[src/hdl/flash_status_pkg.sv]
`default_nettype none
package flash_status_pkg;
   // Command codes driven on the data bus
   localparam logic [15:0] CMD_CLEAR_STATUS = 16'h0050;
   localparam logic [15:0] CMD_READ_STATUS = 16'h0070;
   localparam logic [15:0] CMD_RESUME = 16'h00D0;
   localparam logic [7:0] STATUS_RESET_VALUE = 8'h80;
   localparam logic [15:0] UPPER_ZERO_MASK = 16'hFF00;
   // Status bit positions
   localparam int READY_BIT = 7;
   localparam int ERASE_SUSP_BIT = 6;
   localparam int ERASE_FAIL_BIT = 5;
   localparam int PROG_FAIL_BIT = 4;
   localparam int SUPPLY_BIT = 3;
   localparam int PROG_SUSP_BIT = 2;
   localparam int LOCKED_BIT = 1;
   localparam int RESERVED_BIT = 0;
   // Controller register map (word offsets on the local port)
   localparam logic [1:0] REG_CTRL = 2'h0;
   localparam logic [1:0] REG_STATUS = 2'h1;
   localparam logic [1:0] REG_INFO = 2'h2;
   // Control register bits
   localparam int CTRL_CLEAR_BIT = 0;
   localparam int CTRL_POLL_BIT = 1;
   localparam int CTRL_SELECT_BIT = 2;
   localparam int CTRL_RESUME_BIT = 3;
   // Pin timing: 50 MHz clock
   localparam int CLK_PERIOD_NS = 20;
   localparam int PULSE_NS = 80;
   localparam int PULSE_CYC = (PULSE_NS + CLK_PERIOD_NS - 1) / CLK_PERIOD_NS;
   localparam logic [3:0] PULSE_CYC_W = 4'(PULSE_CYC);

   // Pin group towards the flash device
   typedef struct packed {
      logic chip_enable_n;
      logic output_enable_n;
      logic write_enable_n;
      logic [15:0] data_out;
      logic data_oe;
   } flash_pins_s;

   typedef enum logic [5:0] {
      ST_IDLE = 6'b000001,
      ST_WR_SETUP = 6'b000010,
      ST_WR_PULSE = 6'b000100,
      ST_RD_PULSE = 6'b001000,
      ST_RD_GAP = 6'b010000,
      ST_DONE = 6'b100000
   } seq_state_e;
endpackage
`default_nettype wire

[src/hdl/pulse_timer.sv]
`default_nettype none
// Down-counter that flags expiry of a pin phase
module pulse_timer
   import flash_status_pkg::*;
#(
   parameter int WIDTH = 4
) (
   input wire logic clk_i,
   input wire logic rst_i,
   input wire logic ce_i,
   input wire logic load_i,
   input wire logic [WIDTH-1:0] count_i,
   output logic done_o
);
   initial begin
      if (WIDTH < 2) $error("pulse_timer WIDTH too small");
   end

   typedef struct packed {
      logic [WIDTH-1:0] cnt;
      logic done;
   } timer_s;
   timer_s q_r, q_nxt;

   // Load, then count to zero; done is registered
   always_comb begin
      q_nxt = q_r;
      if (load_i) begin
         q_nxt.cnt = count_i;
         q_nxt.done = 1'b0;
      end else if (q_r.cnt != '0) begin
         q_nxt.cnt = q_r.cnt - 1'b1;
         q_nxt.done = (q_r.cnt == WIDTH'(1));
      end else begin
         q_nxt.done = 1'b0;
      end
   end

   always_ff @(posedge clk_i) begin
      if (rst_i) begin
         q_r <= '0;
      end else if (ce_i) begin
         q_r <= q_nxt;
      end
   end
   assign done_o = q_r.done;
endmodule // pulse_timer
`default_nettype wire

[src/hdl/flash_status_host.sv]
// The implementer's own choices: strobed register access and the register addresses.
`default_nettype none
// Contract
// - Error flags stick until host issues clear-status.
// - Host uses no page bursts in status mode; separate accesses.
// - Host raises output enable or deselects between status reads.
// - Clear-status is one write of 0050h, any address.
// - Host clears status before resuming a suspended erase; the controller sends clear first only when clear and resume are both queued.
module flash_status_host
   import flash_status_pkg::*;
#(
   parameter int PULSE_CYCLES = PULSE_CYC
) (
   input wire logic clk_i,
   input wire logic rst_i,
   input wire logic ce_i,
   // Local register port
   input wire logic [1:0] addr_i,
   input wire logic [31:0] wdata_i,
   input wire logic wr_i,
   input wire logic rd_i,
   output logic [31:0] rdata_o,
   // Flash pins
   output logic chip_enable_n_o,
   output logic output_enable_n_o,
   output logic write_enable_n_o,
   output logic [15:0] data_o,
   output logic data_oe_o,
   input wire logic [15:0] data_i
);
   initial begin
      if (PULSE_CYCLES < 1 || PULSE_CYCLES > 15) $error("PULSE_CYCLES out of range");
   end

   typedef struct packed {
      seq_state_e state;
      flash_pins_s pins;
      logic is_read;
      logic [15:0] cmd;
      logic pend_clear;
      logic pend_poll;
      logic pend_resume;
      logic status_mode;
      logic [7:0] status;
      logic valid;
      logic proto_err;
      logic [31:0] rdata;
   } host_s;
   host_s q_r, q_nxt;

   logic timer_load;
   logic timer_done;

   pulse_timer #(.WIDTH(4)) u_timer (
      .clk_i(clk_i),
      .rst_i(rst_i),
      .ce_i(ce_i),
      .load_i(timer_load),
      .count_i(4'(PULSE_CYCLES)),
      .done_o(timer_done)
   );

   // Bit 7 decides whether the rest of the byte is meaningful
   function automatic logic [7:0] accept_status(input logic [7:0] raw);
      if (!raw[READY_BIT]) accept_status = 8'h00;
      else accept_status = {raw[7:1], 1'b0};
   endfunction

   // Sequencer: issues single-cycle writes and separate status reads
   always_comb begin
      q_nxt = q_r;
      timer_load = 1'b0;
      q_nxt.rdata = q_r.rdata;
      if (rd_i) begin
         case (addr_i)
            REG_CTRL: q_nxt.rdata = {28'h0, q_r.pend_resume, 1'b0, q_r.pend_poll,
                                     q_r.pend_clear};
            REG_STATUS: q_nxt.rdata = {22'h0, q_r.proto_err, q_r.valid, q_r.status};
            REG_INFO: q_nxt.rdata = {30'h0, q_r.status_mode, q_r.state == ST_IDLE};
            default: q_nxt.rdata = 32'h0;
         endcase
      end
      case (q_r.state)
         ST_IDLE: begin
            // Clear precedes a queued resume, so old errors do not mask new ones
            if (q_r.pend_clear) begin
               q_nxt.cmd = CMD_CLEAR_STATUS;
               q_nxt.pend_clear = 1'b0;
               q_nxt.is_read = 1'b0;
               q_nxt.state = ST_WR_SETUP;
            end else if (q_r.pend_poll && !q_r.status_mode) begin
               q_nxt.cmd = CMD_READ_STATUS;
               q_nxt.is_read = 1'b0;
               q_nxt.state = ST_WR_SETUP;
            end else if (q_r.pend_poll) begin
               q_nxt.pend_poll = 1'b0;
               q_nxt.is_read = 1'b1;
               q_nxt.pins.chip_enable_n = 1'b0;
               q_nxt.pins.output_enable_n = 1'b0;
               q_nxt.pins.data_oe = 1'b0;
               timer_load = 1'b1;
               q_nxt.state = ST_RD_PULSE;
            end else if (q_r.pend_resume) begin
               q_nxt.cmd = CMD_RESUME;
               q_nxt.pend_resume = 1'b0;
               q_nxt.is_read = 1'b0;
               q_nxt.state = ST_WR_SETUP;
            end
         end
         ST_WR_SETUP: begin
            q_nxt.pins.chip_enable_n = 1'b0;
            q_nxt.pins.write_enable_n = 1'b0;
            q_nxt.pins.data_out = q_r.cmd;
            q_nxt.pins.data_oe = 1'b1;
            timer_load = 1'b1;
            q_nxt.state = ST_WR_PULSE;
         end
         ST_WR_PULSE: begin
            // Rising write enable latches the command; no confirm cycle follows
            if (timer_done) begin
               q_nxt.pins.write_enable_n = 1'b1;
               q_nxt.pins.chip_enable_n = 1'b1;
               // Clear and status-read both leave the device in status mode
               q_nxt.status_mode = (q_r.cmd != CMD_RESUME);
               if (q_r.cmd == CMD_CLEAR_STATUS) q_nxt.status = STATUS_RESET_VALUE & 8'h00;
               q_nxt.state = ST_DONE;
            end
         end
         ST_RD_PULSE: begin
            if (timer_done) begin
               // Upper lines must be zero in status mode
               q_nxt.proto_err = q_r.proto_err | ((data_i & UPPER_ZERO_MASK) != 16'h0000);
               q_nxt.status = accept_status(data_i[7:0]);
               q_nxt.valid = data_i[READY_BIT];
               // Raise OE and deselect so the next read relatches
               q_nxt.pins.output_enable_n = 1'b1;
               q_nxt.pins.chip_enable_n = 1'b1;
               timer_load = 1'b1;
               q_nxt.state = ST_RD_GAP;
            end
         end
         ST_RD_GAP: begin
            if (timer_done) q_nxt.state = ST_DONE;
         end
         ST_DONE: begin
            q_nxt.pins.data_oe = 1'b0;
            q_nxt.state = ST_IDLE;
         end
         default: q_nxt.state = ST_IDLE;
      endcase
      // Register writes queue requests; the controller writes the byte itself only on a clear, to 00h.
      // Applied after the sequencer so a new request is not lost when an old one is taken.
      if (wr_i && addr_i == REG_CTRL) begin
         if (wdata_i[CTRL_CLEAR_BIT]) q_nxt.pend_clear = 1'b1;
         if (wdata_i[CTRL_POLL_BIT]) q_nxt.pend_poll = 1'b1;
         if (wdata_i[CTRL_RESUME_BIT]) q_nxt.pend_resume = 1'b1;
      end
   end

   always_ff @(posedge clk_i) begin
      if (rst_i) begin
         q_r <= '0;
         q_r.state <= ST_IDLE;
         q_r.pins.chip_enable_n <= 1'b1;
         q_r.pins.output_enable_n <= 1'b1;
         q_r.pins.write_enable_n <= 1'b1;
         q_r.status <= STATUS_RESET_VALUE;
      end else if (ce_i) begin
         q_r <= q_nxt;
      end
   end

   assign rdata_o = q_r.rdata;
   assign chip_enable_n_o = q_r.pins.chip_enable_n;
   assign output_enable_n_o = q_r.pins.output_enable_n;
   assign write_enable_n_o = q_r.pins.write_enable_n;
   assign data_o = q_r.pins.data_out;
   assign data_oe_o = q_r.pins.data_oe;
endmodule // flash_status_host
`default_nettype wire

[config.mk]
export PLATFORM = sky130hd
export DESIGN_NAME = flash_status_host
export DESIGN_NICKNAME = d
export VERILOG_FILES = /design/src/hdl/flash_status_pkg.sv /design/src/hdl/pulse_timer.sv /design/src/hdl/flash_status_host.sv
export SDC_FILE = /design/constraint.sdc
export NUM_CORES = 1
export LEC_CHECK = 0
export BUFFER_PORTS_ARGS = -buffer_cell sky130_fd_sc_hd__clkbuf_2
export CAP_MARGIN = 20
export CORE_MARGIN = 4
export CORE_UTILIZATION = 52
export DETAILED_ROUTE_END_ITERATION = 8
export GPL_ROUTABILITY_DRIVEN = 0
export PLACE_DENSITY_LB_ADDON = 0.1
export SYNTH_ARGS = -nofsm -noshare
export SYNTH_HDL_FRONTEND = slang
export SYNTH_HIERARCHICAL = 1
export SYNTH_SLANG_ARGS = --single-unit
[constraint.sdc]
create_clock -name clk_i -period 4.2 [get_ports clk_i]
set_input_delay 0.42 -clock clk_i [delete_from_list [all_inputs] [get_ports clk_i]]
set_output_delay 0.42 -clock clk_i [all_outputs]
set_load 0.005 [all_outputs]
Word level (Yosys, flattened, before mapping)
Index checks and enable logic that the tools add are counted.
Operators by class
  add/subtract/negate cells: 1
  bitwise gates (word level): 1
  muxes and demuxes: 45
  reductions and logical operators: 25
  equal/unequal tests: 20
Operator list (number)
  $mux 16: 3
  $mux 8: 4
  $mux 6: 5
  $pmux 10 s3: 1
  $pmux 6 s5: 1
  $mux 17: 1
  $eq 16x7->1 const B: 1
  $ne 16x8->1 const B: 1
  $pmux 8 s2: 1
  $reduce_bool 16->1: 1
  $reduce_and 5->1: 3
  $mux 1: 13
  $mux 10: 1
  $mux 2: 5
  $reduce_and 3->1: 3
  $ne 2x2->1 const B: 4
  $reduce_bool 2->1: 4
  $reduce_bool 4->1: 2
  $mux 7: 1
  $reduce_and 7->1: 1
  $eq 6x1->1 const B: 1
  $eq 6x2->1 const B: 1
  $eq 6x3->1 const B: 1
  $eq 6x4->1 const B: 1
  23 further kinds: 32
Storage, ports and cells
  output and inout port bits: 52
  input port bits: 55
  flip-flop bits (word level): 93

Depth between registers and ports, before layout
  depth in word-level cells: 7
  depth in mapped cells: 9

By module
The synthesis kept the hierarchy.
Modules (own cells, without submodules)
  flash_status_host: seq. area each 780.7 um^2, instances 1, area an instance 2183.3 um^2, cells each 251
  pulse_timer: seq. area each 100.1 um^2, instances 1, area an instance 316.6 um^2, cells each 37

Worst setup path before layout
Ideal clock, no wire load.
  path kind: register -> register
  start point: register q_r[87] (netlist name)
  end point: register u_timer/q_r[4] (netlist name)
  arrival time: 1.781 ns
  data required time: 4.099 ns
  path slack: 2.318 ns
  stages on the path, launching flop included: 9
  library setup time: 0.101 ns
  path buffers: 2
  cell sequence: dfxtp_1 -> buf_6 -> or4_4 -> nor2_1 -> nand2_1 -> nand3_1 -> buf_2 -> nor3_1 -> o41ai_1
Between the ends
  longest elaborated chain between the ends: 4
  elaborated cells between the ends (all ways): 7
Ends and longest elaborated chain
  start: declaration: RTL line flash_status_host.sv:49  | host_s q_r, q_nxt;
  start signal: assignment: RTL line flash_status_host.sv:169  | q_r <= q_nxt;
  $eq 6x4->1 (tied with other cells): RTL line flash_status_host.sv:83  | case (q_r.state)
  $pmux 1 s3 (*): RTL line flash_status_host.sv:83
  net timer_load: RTL line flash_status_host.sv:51  | logic timer_load;
  $reduce_bool 2->1 (no line)
  $reduce_and 2->1 (no line)
  end signal: assignment: RTL line pulse_timer.sv:43  | q_r <= q_nxt;
  end: declaration: RTL line pulse_timer.sv:23  | timer_s q_r, q_nxt;
The timed path passes the listed nets; every way through them passes the cells marked *.
A chain may end at the register's enable or synchronous reset.

Final worst setup path
Ends and elaborated chain as after synthesis.

==> metrics.md <==
| Metric | Value |
|---|---|
| Sequential area share after synthesis | 35.2% |
| Yosys cell types | 57 |
| H-tree Lvls | 2 |
| Slew @ Worst Pin | 0.917 ns |
| Peak VDD IR | 0.274 mV |
| Vias in the first global route | 1797 |
| Crit Path Max Fanout | 11 |
| Async S/R FF share, synth | 0% |
| WHS Path Cells | 2 |
| DRC viols | 0 |
| R2R depth | 7 |
| Clk_lat worst skew | 0.30 ns |
| Slowest cell on crit path | or4_4 |
| Max-cap violations | 0 |
| Avg WL per Cell | 13.8 um |
| Crit-path max cell delay | 0.61 ns |
| Hold Crit Class | in -> reg |
| Post-Synthesis Cell Area | 2500 um2 |
| Yosys reg bits | 44 |
| Worst Setup SP | q_r[87] |
| Primary FF master, synth | dfxtp_1 |
| Arr. time, crit path | 2.55 ns |
| Gr ovfl total | 0 |
| Port bufs | 42 |
| Leakage | 1.09 nW |
| Crit. End Element | register |
| EDFF count, synth | 0 |
| Most frequent cells after synthesis | buf_4, dfxtp_1, a21oi_1, nor2_1, nand2_1 |
| Reg clk slew, reported paths | 0.09 ns |
| Largest net degree at the start of global routing | 44 |
| Design Power | 997 uW |
| Antenna-violating nets left | 0 |
| Worst r2r src | q_r[87] |
| Total negative setup slack | 0 ns |
| CP Data Required Time | 4.39 ns |
| Initial antenna violation count | 0 |
| Fin nets | 368 |
| Post-DP HPWL | 3.61 mm |
| GRT Util Overall | 16.9% |
| Yosys warns | 6 |
| Die area | 5980 um2 |
| Unrepaired setup endpoints after global routing | false |
| Final Critical Period | 2.35 ns |
| P per Cell Area | 386 nW/um2 |
| Root buf cell | clkbuf_8 |
| Final instance area | 2580 um2 |
| Max transition margin | 38.7% |
| Worst Hold Launch | data_i[5] |
| Avg Inst Size Synth | 8.68 um2 |
| Placed Area | 2470 um2 |
| Via Count | 1965 |
| Drt first pass iters | 4 |
| CTS sink count | 44 |
| First-pass GRT wire length | 8.39 mm |
| CP Cell Sequence | or4_4 -> nor2_1 -> nand2_1 -> nand3_1 -> or4b_4 -> nand2_1 -> o41ai_1 |
| Peak Freq | 425 MHz |
| WHS | 0.324 ns |
| Reg2reg end | u_timer/q_r[4] |
| Clk pwr share | 33.4% |
| Final setup violation count | 0 |
| CP bufs+invs | 0 |
| FF-to-FF setup slack | 1.85 ns |
| Post_cts resized | 0 |
| Kind of critical path | reg -> reg |
| CTS buffer count | 5 |
| Synth area leader | dfxtp_1 |
| Antenna cells | 0 |
| Synth top area cells | dfxtp_1, buf_4, a21oi_1, nor2_1, mux2i_1 |
| Area Overhead vs Synth | 3.35% |
| Clock Skew | 0.0105 ns |
| Combinational power share | 19.9% |
| Setup crit start kind | register |
| CTS tree | yes |
| Sequential share of power | 46.7% |
| Chip height | 77.3 um |
| Vias per inst | 5.40 |
| Top cell by count, worst path | nand2_1 |
| Internal power | 714 uW |
| Outcome | completed |
| Switching fraction of total power | 28.3% |
| Clock Path Buffers | 2 |
| Slew Viols, Final | 0 |
| Final cell utilization of the core | 57.4% |
| # rows | 24 |
| Hold_buf cts | 0 |
| Final wirelength | 5.02 mm |
| WHS Endpoint | q_r[39] |
| Synth Instances | 288 |
| Initial DRC Count | 131 |
| Initial core utilization | 55.5% |
| Area share of the leading cell type in the synthesized netlist | 35.2% |
| Period utilization | 56.1% |
| DIE WIDTH | 77.3 um |
| Share of cells above drive strength 1 | 20.5% |
| Core Region | 4500 um2 |
| Most frequent cell after synthesis | buf_4 |
| Sw Pwr | 282 uW |
| Delay-heaviest family, CP | simple AND/OR/NAND/NOR gates |
| I/O pin cnt | 107 |
| Final hold vios | 0 |
| Postcts setup bufs | 0 |
## final cells by class
type                       instances  area (um2)
multi-input combinational        214        1300
clock inverter                     3        47.5
fill                             440        1920
timing repair buffer              42         210
clock buffer                       5        68.8
inverter                           4        15.0
tap                               52        65.1
sequential                        44         881
## flip-flops by register name, summed over array words and instances, names as in the netlist
| name | flops |
|---|---|
| output_enable_n_o | 1 |
| data_o | 3 |
| rdata_o | 10 |
| u_timer/q_r | 4 |
| u_timer/done_o | 1 |
| q_r | 22 |
| chip_enable_n_o | 1 |
| data_oe_o | 1 |
| write_enable_n_o | 1 |
## worst max path at each step
| stage | cells past startpoint | endpoint |
|---|---|---|
| 2_1_floorplan | 8 | u_timer/q_r[4] |
| 3_3_place_gp | 5 | rdata_o[5] |
| 3_5_place_dp | 5 | rdata_o[8] |
| 4_1_cts | 7 | u_timer/q_r[4] |
| 5_1_grt | 7 | u_timer/q_r[2] |
| 6_report | 7 | u_timer/q_r[4] |
## kinds of logic after synthesis
group	Yosys count	synth area share, %
and+or+nand+nor	93	22.1
AOI/OAI and AO/OA	70	19.1
buffers and inverters	67	18.5
DFF	44	35.2
muxes	6	2.40
xor gates and xnor gates	4	1.40
adders and majority gates	2	1.00
other	2	0.300
## layout by cell type (no fill, tap or decap), types with 6 or more instances in the layout
master     n
conb_1    39
nand2_1   14
a21oi_1   22
nor2_1    21
nor3_1     7
a22o_1     6
nor4_1     6
a22oi_1    8
dfxtp_1   44
o21ai_0   12
nand2b_1   7
clkbuf_2  42
mux2i_1    6
## per-stage QoR
stage,std cells,setup slack [ns]
floorplan,325,2.32
global placement,356,1.82
detailed placement,356,1.79
CTS,364,1.84
global route,364,1.63
finish,364,1.85
## power groups by stage
| stage | Clock, mW | Combinational (mW) | Sequential [mW] |
|---|---|---|---|
| finish | 0.333 | 0.198 | 0.466 |
| global route | 0.358 | 0.227 | 0.471 |
| CTS | 0.341 | 0.199 | 0.466 |
| detailed placement | 0 | 0.199 | 0.476 |
| global placement | 0 | 0.197 | 0.475 |
| floorplan | 0 | 0.184 | 0.467 |
## per-layer routing
metal | track usage, % | routed length, um | vias up | part of all wire [%]
met2 | 26.5 | 2300 | 68 | 46
met1 | 23.3 | 2420 | 904 | 48
met4 | 4.80 | 37 | 0 | 0.74
li1 | - | - | 989 | -
met5 | 0 | 0 | - | 0
met3 | 4.05 | 264 | 4 | 5.3
No activity file was read; power rests on OpenSTA's default activity.
